$ cat src/charger_option_pkg.sv
package charger_option_pkg;
  // ----------------------------------------
  // timing
  // ----------------------------------------
  localparam longint unsigned CLOCK_HZ = 250_000_000;
  localparam longint unsigned GLITCH_SHORT_US = 2;
  localparam longint unsigned GLITCH_MID_MS = 2;
  localparam longint unsigned GLITCH_LONG_S = 5;
  localparam longint unsigned DISCHARGE_MS = 40;
  localparam longint unsigned WAKE_MAX_MIN = 30;
  localparam longint unsigned WAKE_DEGLITCH_MIN = 1;
  localparam logic [31:0] GLITCH_SHORT_CYCLES =
    32'(GLITCH_SHORT_US * CLOCK_HZ / 1_000_000);
  // ----------------------------------------
  // register map
  // ----------------------------------------
  localparam logic [7:0] OPT2_ADDR = 8'h38;
  localparam logic [7:0] OPT1_ADDR = 8'h3B;
  localparam logic [7:0] THR0_ADDR = 8'h3C;
  localparam logic [15:0] OPT1_RESET = 16'h0211;
  localparam logic [15:0] OPT1_MASK = 16'h1EFF;
  localparam logic [15:0] OPT2_RESET = 16'h0080;
  localparam logic [15:0] OPT2_MASK = 16'h00C0;
  localparam logic [15:0] THR0_RESET = 16'h4B54;
  localparam logic [15:0] THR0_MASK = 16'hFFFE;
  // option one fields
  localparam int RATIO_BIT = 12;
  localparam int BATMON_EN_BIT = 11;
  localparam int PWRMON_EN_BIT = 10;
  localparam int PWRMON_GAIN_BIT = 9;
  localparam int REF_SEL_BIT = 7;
  localparam int POLARITY_BIT = 6;
  localparam int GLITCH_SEL_LSB = 4;
  localparam int LATCH_EN_BIT = 3;
  localparam int FORCE_OFF_BIT = 2;
  localparam int DISCHARGE_BIT = 1;
  localparam int WAKE_EN_BIT = 0;
  // option two fields
  localparam int EXT_LIMIT_BIT = 7;
  localparam int BATMON_SEL_BIT = 6;
  // deglitch codes
  localparam logic [1:0] GLITCH_OFF = 2'h0;
  localparam logic [1:0] GLITCH_SHORT = 2'h1;
  localparam logic [1:0] GLITCH_MID = 2'h2;
  // ----------------------------------------
  // types
  // ----------------------------------------
  typedef struct packed {
    logic [7:0] addr;
    logic write;
    logic read;
    logic [15:0] wdata;
  } reg_req_t;
  typedef struct packed {
    logic sense_resistor_ratio;
    logic battery_current_monitor_en;
    logic system_power_monitor_en;
    logic power_monitor_gain;
    logic comparator_reference_select;
    logic external_limit_en;
    logic battery_monitor_charge;
  } analog_ctrl_t;
  typedef enum logic [1:0] {
    WAKE_IDLE = 2'b01,
    WAKE_CHARGE = 2'b10
  } wake_state_t;
endpackage

$ cat src/charger_option_registers.sv
`timescale 1ns/1ps
module charger_option_registers #(
  parameter longint unsigned GLITCH_MID_CYCLES =
    charger_option_pkg::GLITCH_MID_MS * charger_option_pkg::CLOCK_HZ / 1000,
  parameter longint unsigned GLITCH_LONG_CYCLES =
    charger_option_pkg::GLITCH_LONG_S * charger_option_pkg::CLOCK_HZ,
  parameter longint unsigned DISCHARGE_CYCLES =
    charger_option_pkg::DISCHARGE_MS * charger_option_pkg::CLOCK_HZ / 1000,
  parameter longint unsigned WAKE_MAX_CYCLES =
    charger_option_pkg::WAKE_MAX_MIN * 60 * charger_option_pkg::CLOCK_HZ,
  parameter longint unsigned WAKE_DEGLITCH_CYCLES =
    charger_option_pkg::WAKE_DEGLITCH_MIN * 60 * charger_option_pkg::CLOCK_HZ
) (
  // clock and reset
  input wire logic clock_in,
  input wire logic nrst_in,
  // register access
  input wire charger_option_pkg::reg_req_t reg_req_in,
  output logic [15:0] reg_rdata_out,
  output logic reg_ack_out,
  // analog status pins
  input wire logic comparator_input_in,
  input wire logic adapter_present_in,
  input wire logic battery_present_in,
  input wire logic battery_low_in,
  // analog controls
  output charger_option_pkg::analog_ctrl_t analog_ctrl_out,
  output logic comparator_output_out,
  output logic power_path_latch_off_out,
  output logic battery_switch_off_out,
  output logic battery_discharge_out,
  output logic wakeup_charge_out,
  output logic [15:0] throttle_options_out
);
  localparam logic [31:0] DEG_MID = 32'(GLITCH_MID_CYCLES);
  localparam logic [31:0] DEG_LONG = 32'(GLITCH_LONG_CYCLES);
  localparam logic [23:0] DISCH_LAST = 24'(DISCHARGE_CYCLES - 1);
  localparam logic [39:0] WAKE_LAST = 40'(WAKE_MAX_CYCLES - 1);
  localparam logic [39:0] WAKE_DEG_LAST = 40'(WAKE_DEGLITCH_CYCLES - 1);

  // ----------------------------------------
  // pin synchronisers
  // ----------------------------------------
  logic [3:0] sync_a, sync_b;
  logic cmp_s, adapter_s, battery_s, low_s;

  always_ff @(posedge clock_in or negedge nrst_in) begin
    if (!nrst_in) begin
      sync_a <= 4'h0;
      sync_b <= 4'h0;
    end else begin
      sync_a <= {battery_low_in, battery_present_in, adapter_present_in,
                 comparator_input_in};
      sync_b <= sync_a;
    end
  end

  assign cmp_s = sync_b[0];
  assign adapter_s = sync_b[1];
  assign battery_s = sync_b[2];
  assign low_s = sync_b[3];

  // ----------------------------------------
  // register file
  // ----------------------------------------
  logic [15:0] opt1, opt2, thr0;
  logic [15:0] next_opt1, next_opt2, next_thr0;
  logic [15:0] rdata, next_rdata;
  logic ack, next_ack;
  logic adapter_prev;
  logic [23:0] disch_cnt, next_disch_cnt;
  logic wake_expire;
  logic wr1, wr2, wr3;

  assign wr1 = reg_req_in.write &&
               reg_req_in.addr == charger_option_pkg::OPT1_ADDR;
  assign wr2 = reg_req_in.write &&
               reg_req_in.addr == charger_option_pkg::OPT2_ADDR;
  assign wr3 = reg_req_in.write &&
               reg_req_in.addr == charger_option_pkg::THR0_ADDR;

  always_comb begin
    next_opt1 = opt1;
    next_opt2 = opt2;
    next_thr0 = thr0;
    next_rdata = rdata;
    next_ack = reg_req_in.read || reg_req_in.write;
    next_disch_cnt = 24'h000000;
    // pulldown ends on its own after the window
    if (opt1[charger_option_pkg::DISCHARGE_BIT]) begin
      if (disch_cnt == DISCH_LAST) begin
        next_opt1[charger_option_pkg::DISCHARGE_BIT] = 1'b0;
      end else begin
        next_disch_cnt = disch_cnt + 24'h000001;
      end
    end
    if (adapter_s && !adapter_prev) begin
      next_opt1[charger_option_pkg::FORCE_OFF_BIT] = 1'b0;
    end
    if (wake_expire) begin
      next_opt1[charger_option_pkg::WAKE_EN_BIT] = 1'b0;
    end
    // a host write lands last, so a write beats a same-cycle hardware clear
    if (wr1) begin
      next_opt1 = reg_req_in.wdata & charger_option_pkg::OPT1_MASK;
    end
    if (wr2) begin
      next_opt2 = reg_req_in.wdata & charger_option_pkg::OPT2_MASK;
    end
    if (wr3) begin
      next_thr0 = reg_req_in.wdata & charger_option_pkg::THR0_MASK;
    end
    if (reg_req_in.read) begin
      unique case (reg_req_in.addr)
        charger_option_pkg::OPT1_ADDR: next_rdata = opt1;
        charger_option_pkg::OPT2_ADDR: next_rdata = opt2;
        charger_option_pkg::THR0_ADDR: next_rdata = thr0;
        default: next_rdata = 16'h0000;
      endcase
    end
  end

  always_ff @(posedge clock_in or negedge nrst_in) begin
    if (!nrst_in) begin
      opt1 <= charger_option_pkg::OPT1_RESET;
      opt2 <= charger_option_pkg::OPT2_RESET;
      thr0 <= charger_option_pkg::THR0_RESET;
      rdata <= 16'h0000;
      ack <= 1'b0;
      adapter_prev <= 1'b0;
      disch_cnt <= 24'h000000;
    end else begin
      opt1 <= next_opt1;
      opt2 <= next_opt2;
      thr0 <= next_thr0;
      rdata <= next_rdata;
      ack <= next_ack;
      adapter_prev <= adapter_s;
      disch_cnt <= next_disch_cnt;
    end
  end

  // ----------------------------------------
  // independent comparator and latch-off
  // ----------------------------------------
  logic [1:0] deg_sel;
  logic [31:0] deg_last;
  logic [31:0] cmp_cnt, next_cmp_cnt;
  logic cmp_filt, next_cmp_filt;
  logic cmp_out, next_cmp_out;
  logic latch, next_latch;

  assign deg_sel = opt1[charger_option_pkg::GLITCH_SEL_LSB +: 2];

  always_comb begin
    unique case (deg_sel)
      charger_option_pkg::GLITCH_SHORT:
        deg_last = charger_option_pkg::GLITCH_SHORT_CYCLES - 32'h1;
      charger_option_pkg::GLITCH_MID: deg_last = DEG_MID - 32'h1;
      default: deg_last = DEG_LONG - 32'h1;
    endcase
  end

  always_comb begin
    next_cmp_cnt = 32'h0;
    next_cmp_filt = cmp_filt;
    next_latch = latch;
    if (deg_sel == charger_option_pkg::GLITCH_OFF) begin
      next_cmp_filt = 1'b0;
    end else if (cmp_s != cmp_filt) begin
      // a glitch shorter than the window restarts the count
      if (cmp_cnt >= deg_last) begin
        next_cmp_filt = cmp_s;
      end else begin
        next_cmp_cnt = cmp_cnt + 32'h1;
      end
    end
    next_cmp_out = opt1[charger_option_pkg::POLARITY_BIT] ?
                   next_cmp_filt : !next_cmp_filt;
    // besides nrst_in, losing both sources is the only thing that clears the latch
    if (!adapter_s && !battery_s) begin
      next_latch = 1'b0;
    end else if (cmp_filt && opt1[charger_option_pkg::LATCH_EN_BIT]) begin
      next_latch = 1'b1;
    end
  end

  always_ff @(posedge clock_in or negedge nrst_in) begin
    if (!nrst_in) begin
      cmp_cnt <= 32'h0;
      cmp_filt <= 1'b0;
      cmp_out <= 1'b1;
      latch <= 1'b0;
    end else begin
      cmp_cnt <= next_cmp_cnt;
      cmp_filt <= next_cmp_filt;
      cmp_out <= next_cmp_out;
      latch <= next_latch;
    end
  end

  // ----------------------------------------
  // automatic wake-up charge
  // ----------------------------------------
  charger_option_pkg::wake_state_t wake_state;
  charger_option_pkg::wake_state_t next_wake_state;
  logic [39:0] wake_cnt;
  logic [39:0] next_wake_cnt;
  logic [39:0] wake_deg_cnt;
  logic [39:0] next_wake_deg_cnt;

  always_comb begin
    next_wake_state = wake_state;
    next_wake_cnt = 40'h0;
    next_wake_deg_cnt = 40'h0;
    wake_expire = 1'b0;
    unique case (wake_state)
      charger_option_pkg::WAKE_IDLE: begin
        if (opt1[charger_option_pkg::WAKE_EN_BIT] && low_s) begin
          next_wake_state = charger_option_pkg::WAKE_CHARGE;
        end
      end
      charger_option_pkg::WAKE_CHARGE: begin
        next_wake_cnt = wake_cnt + 40'h1;
        if (!opt1[charger_option_pkg::WAKE_EN_BIT]) begin
          next_wake_state = charger_option_pkg::WAKE_IDLE;
        end else if (wake_cnt == WAKE_LAST) begin
          wake_expire = 1'b1;
          next_wake_state = charger_option_pkg::WAKE_IDLE;
        end else if (!low_s) begin
          next_wake_deg_cnt = wake_deg_cnt + 40'h1;
          if (wake_deg_cnt == WAKE_DEG_LAST) begin
            next_wake_state = charger_option_pkg::WAKE_IDLE;
          end
        end
      end
    endcase
  end

  always_ff @(posedge clock_in or negedge nrst_in) begin
    if (!nrst_in) begin
      wake_state <= charger_option_pkg::WAKE_IDLE;
      wake_cnt <= 40'h0;
      wake_deg_cnt <= 40'h0;
    end else begin
      wake_state <= next_wake_state;
      wake_cnt <= next_wake_cnt;
      wake_deg_cnt <= next_wake_deg_cnt;
    end
  end

  // ----------------------------------------
  // outputs
  // ----------------------------------------
  assign reg_rdata_out = rdata;
  assign reg_ack_out = ack;
  assign analog_ctrl_out.sense_resistor_ratio =
    opt1[charger_option_pkg::RATIO_BIT];
  assign analog_ctrl_out.battery_current_monitor_en =
    opt1[charger_option_pkg::BATMON_EN_BIT];
  assign analog_ctrl_out.system_power_monitor_en =
    opt1[charger_option_pkg::PWRMON_EN_BIT];
  assign analog_ctrl_out.power_monitor_gain =
    opt1[charger_option_pkg::PWRMON_GAIN_BIT];
  assign analog_ctrl_out.comparator_reference_select =
    opt1[charger_option_pkg::REF_SEL_BIT];
  assign analog_ctrl_out.external_limit_en =
    opt2[charger_option_pkg::EXT_LIMIT_BIT];
  assign analog_ctrl_out.battery_monitor_charge =
    opt2[charger_option_pkg::BATMON_SEL_BIT];
  assign comparator_output_out = cmp_out;
  assign power_path_latch_off_out = latch;
  assign battery_switch_off_out = opt1[charger_option_pkg::FORCE_OFF_BIT];
  assign battery_discharge_out = opt1[charger_option_pkg::DISCHARGE_BIT];
  assign wakeup_charge_out = wake_state == charger_option_pkg::WAKE_CHARGE;
  assign throttle_options_out = thr0;
endmodule

$ cat config.mk
export PLATFORM = sky130hd
export DESIGN_NAME = charger_option_registers
export DESIGN_NICKNAME = d
export VERILOG_FILES = /design/src/charger_option_pkg.sv /design/src/charger_option_registers.sv
export SDC_FILE = /design/constraint.sdc
export NUM_CORES = 1
export LEC_CHECK = 0
export ABC_CLOCK_PERIOD_IN_PS = 3450
export BUFFER_PORTS_ARGS = -buffer_cell sky130_fd_sc_hd__buf_2
export CORE_AREA = 4 4 176 110
export CTS_CLUSTER_SIZE = 12
export DETAILED_ROUTE_END_ITERATION = 10
export DIE_AREA = 0 0 180 114
export PLACE_DENSITY = 0.71
export SLEW_MARGIN = 20
export SYNTH_ARGS = -nofsm -noshare
export SYNTH_HDL_FRONTEND = slang
export SYNTH_SLANG_ARGS = --single-unit
$ cat constraint.sdc
create_clock -name clock_in -period 3.45 [get_ports clock_in]
set_clock_uncertainty 0.1 [all_clocks]
set_input_delay 0.345 -clock clock_in [delete_from_list [all_inputs] [get_ports clock_in]]
set_output_delay 0.345 -clock clock_in [all_outputs]
set_load 0.01 [all_outputs]
* Word-level counts from Yosys, hierarchy flattened *
Index checks and enable logic that the tools add are counted.
W data, S select, Z words.

word-level totals
  register bits = 196
  bits of input ports = 32
  logic and storage cells = 87

operators by class
  add/sub/neg operators = 4
  order comparisons = 1
  equality and inequality tests = 14
  multiplexer cells = 32
  reduce and logical (&&, ||, !) cells = 17

operator list
  cell                     number
  $mux W40                 5
  $mux W32                 3
  $add A40 B1 Y40 const B  2
  $pmux W31 S2             1
  $mux W24                 2
  $pmux W16 S3             1
  $eq A40 B34 Y1 const B   1
  $eq A40 B39 Y1 const B   1
  $add A32 B1 Y32 const B  1
  $ge A32 B32 Y1           1
  $add A24 B1 Y24 const B  1
  $eq A24 B24 Y1 const B   1
  $eq A8 B6 Y1 const B     3
  $mux W1                  13
  $mux W2                  5
  $logic_and A1 B1 Y1      7
  $reduce_bool A2 Y1       3
  $eq A2 B1 Y1 const B     2
  $eq A2 B2 Y1 const B     2
  $logic_not A1 Y1         4
  $ne A4 B2 Y1 const B     1
  $ne A4 B3 Y1 const B     1
  $pmux W2 S2              1
  $mux W3                  1
  other kinds (5)          5

* Longest topological paths before layout *
Gate-level depths: netlist (run 1).

  word-level depth = 8
  mapped depth = 13
  depth with buffers taken out = 11

* Worst setup path after synthesis (run 1) *
Ideal clock, no wire load.

  kind = register to register
  start point = register opt1[4]
  end point = register cmp_cnt[24]
  library setup time = 0.070 ns
  data arrival time = 3.186 ns
  path slack = 0.094 ns
  cell stages (with the launch flop) = 12
  path buffers = 2
  path through = dfstp_2 -> inv_1 -> ha_1 -> ha_1 -> a211o_1 -> a2111o_1 -> a2111oi_2 -> nand2_1 -> or3_1 -> buf_6 -> buf_8 -> nor2_2

on the way
  longest elaborated chain between the ends = 6
  elaborated cells between the ends (all ways) = 8
  classes of those cells = 1 x order compare; 2 x eq/ne; 4 x mux; 1 x reduce/logical

ends and longest elaborated chain
  what                                                 RTL line                         source
  from (decl)                                          charger_option_registers.sv:66   logic [15:0] opt1, opt2, thr0;
  from (signal assigned)                               charger_option_registers.sv:125  opt1 <= charger_option_pkg::OPT1_RESET;
  from (signal assigned)                               charger_option_registers.sv:133  opt1 <= next_opt1;
  $eq A2 B2 Y1 / $eq A2 B1 Y1 (equally long branches)  charger_option_registers.sv:156  unique case (deg_sel)
  $pmux W31 S2                                         charger_option_registers.sv:156
  $ge A32 B32 Y1                                       charger_option_registers.sv:172  if (cmp_cnt >= deg_last) begin
  $mux W32                                             charger_option_registers.sv:172
  $mux W32                                             charger_option_registers.sv:170  end else if (cmp_s != cmp_filt) begin
  $mux W32 *                                           charger_option_registers.sv:168  if (deg_sel == charger_option_pkg::GLITCH_OFF) begin
  net next_cmp_cnt[24]                                 charger_option_registers.sv:148  logic [31:0] cmp_cnt, next_cmp_cnt;
  to (signal assigned)                                 charger_option_registers.sv:195  cmp_cnt <= next_cmp_cnt;
  to (decl)                                            charger_option_registers.sv:148

Mark *: on every way through the listed nets, which the timed path passes. The rest lies on a longest branch.
A chain may end at the register's enable or synchronous reset.

* Worst setup path after layout (run 1) *
  start point = register opt1[4]
  end point = register cmp_cnt[8]

The elaborated chain is that of the path after synthesis.

==> summary.md, run 1 <==
| Metric | Value |
|---|---|
| First-pass GRT wire length | 33440 µm |
| Actual slew at the worst max-slew pin | 0.8177 ns |
| Minimum clock period | 3.259 ns |
| Post-DR wirelength/cell | 15.49 µm |
| WL final | 19550 µm |
| Final hold vios | 0 |
| CTS Root Cell | clkbuf_16 |
| Status | finished, final reports clean |
| Clock-pin slew on the worst setup and hold paths | 0.08 ns |
| Hold Path Stages | 2 |
| Primary FF master, synth | dfrtp_1 |
| Row count | 38 |
| Leak | 4.917 nW |
| Post-DR vias/cell | 5.410 |
| Cell variety after synth | 57 |
| # nets final | 1064 |
| Die ar. | 0.02052 mm² |
| R2R Setup Slk | 0.19 ns |
| Peak supply drop | 345.2 µV |
| Final Power | 4.905 mW |
| Vias in the first global route | 6600 |
| Vias | 6828 |
| Final Cycle Share | 94.48% |
| Largest area contributor in the netlist | dfrtp_1 |
| Startpoint Class | flop |
| Top cells by area, synth | dfrtp_1 (49%), xor2_1 (8.1%), nor2_1 (5.9%) |
| Reg2Reg Capture Point | cmp_cnt[8]$_DFF_PN0_ |
| Fmax | 0.3068 GHz |
| Sum of negative setup slack | 0 ns |
| Initial antenna violation count | 0 |
| Commonest non-fill, non-tap cells in the layout | dfrtp_1 (183), nor2_1 (147), xor2_1 (87) |
| Initial detailed-routing violation count | 435 |
| Share of layout cells above drive strength 1 | 18.30% |
| Hold wc startpoint | reg_req_in[13] |
| Rel. slew slack | 45.12% |
| Die height | 114 µm |
| Skew-Pair Late Insertion Delay | 0.43 ns |
| Clock buffer depth | 2 |
| Hold path endpoint | throttle_options_out[13]$_DFFE_PN0P_ |
| Largest net degree at the start of global routing | 99 |
| Core area | 0.01773 mm² |
| Reg-to-Reg Start | opt1[4]$_DFFE_PN1P_ |
| CP arrival | 3.51 ns |
| TritonCTS clock tree | built |
| Die X | 180 µm |
| Htree depth | 4 |
| Initial core utilization | 53.15% |
| CP endpoint kind | flop |
| Layout Area Growth over Synthesis | 14.22% |
| Diode count | 0 |
| Grt total ovfl | 0 |
| Post-Syn Nets | 982 |
| Maxcap violations | 0 |
| Routed Antenna Nets | 0 |
| Sequential fraction of the synthesis area | 52.20% |
| Post-synth top area share | 48.58% |
| PD cells | 455.6 mW/mm² |
| Setup Viol. Count Final | 0 |
| Top Ports | 77 |
| Drc violations | 0 |
| Syn avg cell area | 10.17 µm² |
| Ys async rst share | 100.0% |
| Port-buffer cells | 75 |
| Crit path max fanout | 14 |
| Yosys reg bits | 196 |
| GP Congestion | 0.8661 |
| Post-DP HPWL | 13210 µm |
| Worst Setup Path Type | flop to flop |
| Worst reg2reg path depth | 10 |
| HP Class | primary input to flop |
| Most common cell after layout, fill and taps aside | dfrtp_1 |
| Drt pass-1 iters | 5 |
| Post-synth EDFFs | 0 |
| Inserted Clock Buffers | 17 |
| Synth Instances | 927 |
| Worst endpoint required time | 3.70 ns |
| CTS sink cnt | 196 |
| Fin. max-slew vios | 0 |
| GR Util All Layers | 19.59% |
| RSZ-0062 raised after global routing | false |
| Synthesized cell area | 0.009427 mm² |
| Synth Warn # | 0 |
## worst max-delay path by stage
stage                   startpoint                     to  depth (start not counted)
4_1_cts        opt1[4]$_DFFE_PN1P_  cmp_cnt[21]$_DFF_PN0_                         10
5_1_grt        opt1[4]$_DFFE_PN1P_  cmp_cnt[15]$_DFF_PN0_                         10
2_1_floorplan  opt1[4]$_DFFE_PN1P_  cmp_cnt[24]$_DFF_PN0_                         11
3_3_place_gp   opt1[4]$_DFFE_PN1P_  cmp_cnt[14]$_DFF_PN0_                         10
3_5_place_dp   opt1[4]$_DFFE_PN1P_  cmp_cnt[21]$_DFF_PN0_                         10
6_report       opt1[4]$_DFFE_PN1P_   cmp_cnt[8]$_DFF_PN0_                         10
## flip-flops by register name (all words and copies together) (netlist names)
signal,count
wake_cnt,40
wake_deg_cnt,40
cmp_cnt,32
disch_cnt,24
reg_rdata_out,16
throttle_options_out,15
opt1,12
sync_a,4
sync_b,4
opt2,2
wake_state,2
adapter_prev,1
cmp_filt,1
comparator_output_out,1
power_path_latch_off_out,1
reg_ack_out,1
## cells by family after synthesis
group                    Yosys count  share of synthesized area, %
AND/OR/NAND/NOR                  415                         21.70
flip-flops                       196                         52.20
XOR/XNOR                         125                         11.61
AO/OA/AOI/OAI                     73                         4.858
buffers and inverters             67                         3.318
multiplexers                      27                         3.212
adder cells (fa/ha/maj)           23                         3.053
other                              1                       0.03978
## what timing repair did
item                                    CTS  global route
setup buffers                             0             1
endpoints found under the setup margin    0            32
hold endpoints to repair                 96             0
gates resized for setup                   0             5
hold buffers                              5             0
## synth_stat cells (11+ instances only)
library cell / n
and4_1: 12
o21ai_0: 22
mux2_2: 26
and3_1: 23
nor2_1: 147
nand3_1: 62
a22oi_1: 11
dfstp_2: 13
inv_1: 31
clkbuf_1: 22
nor2_2: 11
or3_1: 11
nand4_1: 27
xnor2_1: 38
nand2_1: 67
nor3_1: 11
ha_1: 23
dfrtp_1: 183
a21oi_1: 15
xor2_1: 87
## per-layer routing
layer	wire length, µm	GRT usage [%]	share of wire (%)	up-vias
met5	0	0	0	-
met4	105	4.414	0.54	0
met3	779	3.187	4.0	11
met2	8282	28.14	42	130
met1	10390	31.24	53	3358
li1	-	-	-	3329
## critical path: stages, from the launching register on
cell and delay [ns]:
dfstp_2 0.57, inv_1 0.11, ha_4 0.26, ha_1 0.28
a211o_1 0.29, a2111o_1 0.41, a2111oi_2 0.35, nand2_1 0.12
or3_4 0.40, buf_6 0.17, nor2_1 0.13
## power by group
part	switching, mW	leakage (nW)	total, mW	internal [mW]
Sequential	0.0922	2.63	2.50	2.40
Clock	1.01	0.291	1.99	0.984
Combinational	0.252	2.00	0.414	0.162
## through the flow
stage          utilization, %  cells  hold slack (ns)  cell area, µm²  worst slack, ns
3_3_place_gp            56.77   1224           0.2392           10070           0.1309
6_report                60.71   1262          0.03723           10770           0.1905
4_1_cts                 60.51   1261          0.02074           10730          0.04713
5_1_grt                 60.71   1262          0.03630           10770          0.03382
3_5_place_dp            56.77   1224           0.2370           10070          0.08244
2_1_floorplan               -    927         -0.05059            9427          0.09383
## layout make-up
class	instances	area, µm²
Fill cell	1478	6968
Inverter	31	116.4
Sequential cell	196	4921
Clock buffer	17	425.4
Clock inverter	15	187.7
Timing Repair Buffer	99	600.6
Tap cell	240	300.3
Multi-Input combinational cell	664	4215
No activity file was read; power rests on OpenSTA's default activity.
==> run 2, diff against run 1 <==
--- a/config.mk
+++ b/config.mk
@@ -7,11 +7,13 @@
 export LEC_CHECK = 0
 export ABC_CLOCK_PERIOD_IN_PS = 3450
 export BUFFER_PORTS_ARGS = -buffer_cell sky130_fd_sc_hd__buf_2
-export CORE_AREA = 4 4 176 110
+export CELL_PAD_IN_SITES_DETAIL_PLACEMENT = 0
+export CELL_PAD_IN_SITES_GLOBAL_PLACEMENT = 1
+export CORE_AREA = 4 4 197 122
 export CTS_CLUSTER_SIZE = 12
 export DETAILED_ROUTE_END_ITERATION = 10
-export DIE_AREA = 0 0 180 114
-export PLACE_DENSITY = 0.71
+export DIE_AREA = 0 0 201 126
+export PLACE_DENSITY = 0.72
 export SLEW_MARGIN = 20
 export SYNTH_ARGS = -nofsm -noshare
 export SYNTH_HDL_FRONTEND = slang
==> run 2 against run 1 <==
Net effect: non-clock buffer count decreased by 2; clock power about the same; via count decreased by 2.2%; cell area increased by 0.30%; clock-buffer cell count increased by 4; combinational power about the same; critical path type unchanged.
==> summary.md, run 2 (synthesis gave the netlist of run 1 again) <==
| Metric | Value |
|---|---|
| WL final | 20510 µm |
| Post-DP HPWL | 13980 µm |
| Top Ports | 77 |
| Share of layout cells above drive strength 1 | 18.24% |
| Routed Antenna Nets | 0 |
| Initial core utilization | 42.81% |
| Post-DR wirelength/cell | 15.70 µm |
| # nets final | 1062 |
| Vias | 6675 |
| Crit path max-delay cell type | dfstp_2 |
| Clock buffer depth | 2 |
| TritonCTS clock tree | built |
| Post-DR vias/cell | 5.111 |
| Placement Cell Area | 0.01010 mm² |
| GP Congestion | 0.7746 |
| Largest regs | wake_cnt: 40 flops, wake_deg_cnt: 40 flops, cmp_cnt: 32 flops |
| Diode count | 0 |
| Die ar. | 0.02533 mm² |
| Crit path max fanout | 20 |
| Fillers | 2072 |
| Startpoint Class | flop |
| Final Power | 4.912 mW |
| PD cells | 454.9 mW/mm² |
| Most frequent cell on the critical path | ha_1 |
| Drt pass-1 iters | 5 |
| CP max stage delay | 0.57 ns |
| CP arrival | 3.61 ns |
| Worst endpoint required time | 3.72 ns |
| Commonest non-fill, non-tap cells in the layout | dfrtp_1 (183), nor2_1 (145), xor2_1 (87) |
| Maxcap violations | 0 |
| Status | finished, final reports clean |
| First-pass GRT wire length | 34190 µm |
| Fmax | 0.2989 GHz |
| CP endpoint kind | flop |
| Die X | 201 µm |
| Setup Viol. Count Final | 0 |
| Peak supply drop | 352.7 µV |
| Leak | 4.904 nW |
| Final instance area | 0.01080 mm² |
| HP Class | primary input to flop |
| Skew-Pair Late Insertion Delay | 0.44 ns |
| Initial antenna violation count | 0 |
| Rel. slew slack | 40.95% |
| Worst Setup Path Type | flop to flop |
| Core area | 0.02202 mm² |
| Final Non-Filler Cells | 1306 |
| Htree depth | 4 |
| CTS sink cnt | 196 |
| Post-Place Cells | 1267 |
| Port-buffer cells | 75 |
| Fin. max-slew vios | 0 |
| Largest net degree at the start of global routing | 108 |
| GR Util All Layers | 16.37% |
| Row count | 42 |
| Final Core Density | 49.05% |
| Min setup slack post-route | 0.1044 ns |
| Critical-path cell list | inv_2, ha_1, ha_1, a211o_1, a2111o_1, a2111oi_4, nand2_1, or3_4, buf_12, nor2_1 |
| Drc violations | 0 |
| Most common cell after layout, fill and taps aside | dfrtp_1 |
| Vias in the first global route | 6351 |
| Actual slew at the worst max-slew pin | 0.8857 ns |
| Inserted Clock Buffers | 17 |
| Initial detailed-routing violation count | 422 |
| Grt total ovfl | 0 |
| Final Cycle Share | 96.97% |
| Clock-pin slew on the worst setup and hold paths | 0.07 ns |
| Place WS | 0.01975 ns |
| Layout Area Growth over Synthesis | 14.56% |
| Final hold vios | 0 |
| Minimum clock period | 3.346 ns |
| Die height | 126 µm |
| CTS Root Cell | clkbuf_16 |
## run 2: through the flow
step	hold WS [ns]	TNS (ns)
finish	0.02808	0
global route	0.02337	-0.1954
CTS	0.01659	0
detailed placement	0.2358	0
global placement	0.2335	0
floorplan	-0.05059	0
## run 2: worst paths after layout
| kind | to | start | depth (start not counted) | slack, ns |
|---|---|---|---|---|
| min | opt1[0]$_DFFE_PN1P_ | reg_req_in[0] | 3 | 0.03 |
| max reg2reg | cmp_cnt[16]$_DFF_PN0_ | opt1[4]$_DFFE_PN1P_ | 10 | 0.10 |
| min reg2reg | sync_b[1]$_DFF_PN0_ | sync_a[1]$_DFF_PN0_ | 0 | 0.25 |
| max | cmp_cnt[16]$_DFF_PN0_ | opt1[4]$_DFFE_PN1P_ | 10 | 0.10 |
| max in group asynchronous | wake_cnt[30]$_DFF_PN0_ | nrst_in | 3 | 1.97 |
| min in group asynchronous | cmp_cnt[18]$_DFF_PN0_ | nrst_in | 2 | 0.34 |
## run 2: worst max-delay path: cells and delay by family (launching register included)
kind	cells	cell delay, ns
fa+ha+maj	2	0.64
buf+inv	2	0.23
flops	1	0.57
simple gates	3	0.67
compound gates	3	1.06
## run 2: cell type report
cell class | instances | area (µm²) | area share, %
inverters | 31 | 116.4 | 1.078
clock buffers | 21 | 460.4 | 4.264
repair buffers | 97 | 590.6 | 5.469
clock inverters | 11 | 125.1 | 1.159
multi-input cells | 664 | 4228 | 39.15
well taps | 286 | 357.8 | 3.314
flip-flops and latches | 196 | 4921 | 45.57
## run 2: timing repair
item | in CTS | in global routing
hold endpoints to repair | 56 | 0
resized for setup | 0 | 11
hold buffers | 5 | 0
endpoints found under the setup margin | 0 | 32
setup buffers | 0 | 2
## run 2: report_power, final
| part | switching, mW | internal [mW] | total, mW | leakage, nW |
|---|---|---|---|---|
| combinational | 0.254 | 0.160 | 0.415 | 1.99 |
| sequential | 0.0907 | 2.41 | 2.50 | 2.63 |
| clock | 0.889 | 1.11 | 2.00 | 0.284 |
| total | 1.23 | 3.68 | 4.91 | 4.90 |
## run 2: per-layer routing
metal	vias to the layer above	track usage (%)	wire length [µm]
met5	-	0	0
met2	101	21.77	7997
li1	3313	-	-
met1	3245	26.69	11620
met3	16	3.905	733
met4	0	3.275	156
==> run 3, diff against run 2 <==
--- a/config.mk
+++ b/config.mk
@@ -9,11 +9,12 @@
 export BUFFER_PORTS_ARGS = -buffer_cell sky130_fd_sc_hd__buf_2
 export CELL_PAD_IN_SITES_DETAIL_PLACEMENT = 0
 export CELL_PAD_IN_SITES_GLOBAL_PLACEMENT = 1
-export CORE_AREA = 4 4 197 122
+export CORE_AREA = 4 4 194 121
+export CTS_BUF_LIST = sky130_fd_sc_hd__clkbuf_4
 export CTS_CLUSTER_SIZE = 12
 export DETAILED_ROUTE_END_ITERATION = 10
-export DIE_AREA = 0 0 201 126
-export PLACE_DENSITY = 0.72
+export DIE_AREA = 0 0 198 125
+export PLACE_DENSITY = 0.73
 export SLEW_MARGIN = 20
 export SYNTH_ARGS = -nofsm -noshare
 export SYNTH_HDL_FRONTEND = slang
==> run 3 against run 2 <==
Net effect: highest routed layer unchanged; total power shrank 17%; sequential power about the same; utilization barely moved; clock power fell by 42%; die area fell by 2.3%; hold slack better by 0.056 ns; global-route usage is 0.38 points higher; critical path depth unchanged; register-to-register slack improved by 0.05 ns; sequential share of layout area rose by 0.73 points; first-iteration DRC count grew 17%; cell area down 1.6%; largest power group unchanged.
==> summary.md, run 3 (synthesis gave the netlist of run 1 again) <==
| Metric | Value |
|---|---|
| Minimum clock period | 3.293 ns |
| Grt total ovfl | 0 |
| Clock buffer depth | 2 |
| Final hold vios | 0 |
| GR Util All Layers | 16.75% |
| Drt pass-1 iters | 4 |
| Row count | 42 |
| Inserted Clock Buffers | 17 |
| CP arrival | 3.73 ns |
| CP endpoint kind | flop |
| Port-buffer cells | 75 |
| TritonCTS clock tree | built |
| Post-DR wirelength/cell | 15.16 µm |
| Post-DP HPWL | 13820 µm |
| Placement Cell Area | 0.01013 mm² |
| Setup Viol. Count Final | 0 |
| Largest regs | wake_cnt: 40 flops, wake_deg_cnt: 40 flops, cmp_cnt: 32 flops |
| Clock-pin slew on the worst setup and hold paths | 0.16 ns |
| CTS sink cnt | 196 |
| Vias | 6704 |
| Most common cell after layout, fill and taps aside | dfrtp_1 |
| CTS Root Cell | clkbuf_4 |
| Worst Setup Path Type | flop to flop |
| Worst endpoint required time | 3.89 ns |
| Sum of negative setup slack | 0 ns |
| Startpoint Class | flop |
| Vias in the first global route | 6533 |
| Final Cycle Share | 95.45% |
| Final instance area | 0.01063 mm² |
| Maxcap violations | 0 |
| Routed Antenna Nets | 0 |
| Initial core utilization | 43.54% |
| Status | finished, final reports clean |
| PD cells | 384.0 mW/mm² |
| Fmax | 0.3037 GHz |
| Commonest non-fill, non-tap cells in the layout | dfrtp_1 (183), nor2_1 (147), xor2_1 (87) |
| Leak | 4.837 nW |
| GP Congestion | 0.8008 |
| Initial detailed-routing violation count | 493 |
| Share of layout cells above drive strength 1 | 17.82% |
| Core area | 0.02165 mm² |
| Largest net degree at the start of global routing | 104 |
| Skew-Pair Late Insertion Delay | 0.60 ns |
| Fin. max-slew vios | 0 |
| Drc violations | 0 |
| Die ar. | 0.02475 mm² |
| Top Ports | 77 |
| Crit path max fanout | 18 |
| Layout Area Growth over Synthesis | 12.74% |
| HP Class | primary input to flop |
| # nets final | 1080 |
| Rel. slew slack | 39.32% |
| Die height | 125 µm |
| RSZ-0062 raised after global routing | true |
| Htree depth | 4 |
| First-pass GRT wire length | 34120 µm |
| Actual slew at the worst max-slew pin | 0.9041 ns |
| Die X | 198 µm |
| WL final | 20080 µm |
| Post-DR vias/cell | 5.060 |
| Final Core Density | 49.09% |
| Peak supply drop | 238.6 µV |
| Initial antenna violation count | 1 |
[run 3: changes by cell type in the layout (fill, tap and decap cells not counted), sizes merged]
cell and delta:
bufinv -2, clkbuf -4, diode +1, buf +1
inv +3, clkinv +3, dlygate4sd3 +17
[run 3: final timing paths]
path	start	end	slack [ns]	depth (start not counted)
hold / removal	reg_req_in[19]	reg_rdata_out[6]$_DFFE_PN0P_	0.08	4
hold reg to reg	sync_a[3]$_DFF_PN0_	sync_b[3]$_DFF_PN0_	0.27	0
max in group asynchronous	nrst_in	opt1[0]$_DFFE_PN1P_	2.13	3
setup reg to reg	opt1[4]$_DFFE_PN1P_	cmp_cnt[15]$_DFF_PN0_	0.16	10
setup / recovery	opt1[4]$_DFFE_PN1P_	cmp_cnt[15]$_DFF_PN0_	0.16	10
min in group asynchronous	nrst_in	cmp_cnt[28]$_DFF_PN0_	0.29	2
[run 3: routing by layer]
metal / GRT usage [%] / routed length (µm)
met5: 0 / 0
met4: 3.642 / 127
met3: 3.415 / 871
met2: 21.79 / 7810
met1: 28.12 / 11270
[run 3: area by class of cell]
cell class	count	area, µm²
multi-input cells	664	4204
clock inverters	15	126.4
fillers	2061	11020
clock buffers	17	127.6
inverters	31	116.4
repair buffers	115	772.0
flip-flops and latches	196	4921
well taps	286	357.8
diodes	1	2.502
[run 3: worst max-delay path, cell delays in order, from the launching register on]
cell and delay (ns):
dfstp_2 0.59, inv_1 0.09, ha_1 0.31, ha_1 0.29, a211o_1 0.30, a2111o_1 0.42
a2111oi_2 0.30, nand2_1 0.12, or3_4 0.40, buf_6 0.18, nor2_1 0.12
[run 3: metrics by stage]
| stage | total power, mW | worst slack [ns] | instances | hold slack, ns |
|---|---|---|---|---|
| floorplan | 2.783 | 0.09383 | 927 | -0.05059 |
| global placement | 2.944 | 0.1047 | 1269 | 0.2353 |
| detailed placement | 2.954 | 0.03661 | 1269 | 0.2347 |
| CTS | 4.163 | 0.002943 | 1323 | 0.02111 |
| global route | 4.338 | -0.008297 | 1325 | 0.07436 |
| finish | 4.081 | 0.1570 | 1325 | 0.08437 |
[run 3: repair_timing]
item,4_1_cts,5_1_grt
hold buffers,22,0
setup endpoints to repair,0,32
endpoints found under the hold margin,124,0
resized for setup,0,4
setup buffers,0,1
[run 3: power by group]
part / total (mW) / switching [mW] / internal (mW)
Clock: 1.16 / 0.849 / 0.306
Combinational: 0.427 / 0.254 / 0.173
Sequential: 2.50 / 0.0921 / 2.41
Total: 4.08 / 1.20 / 2.89
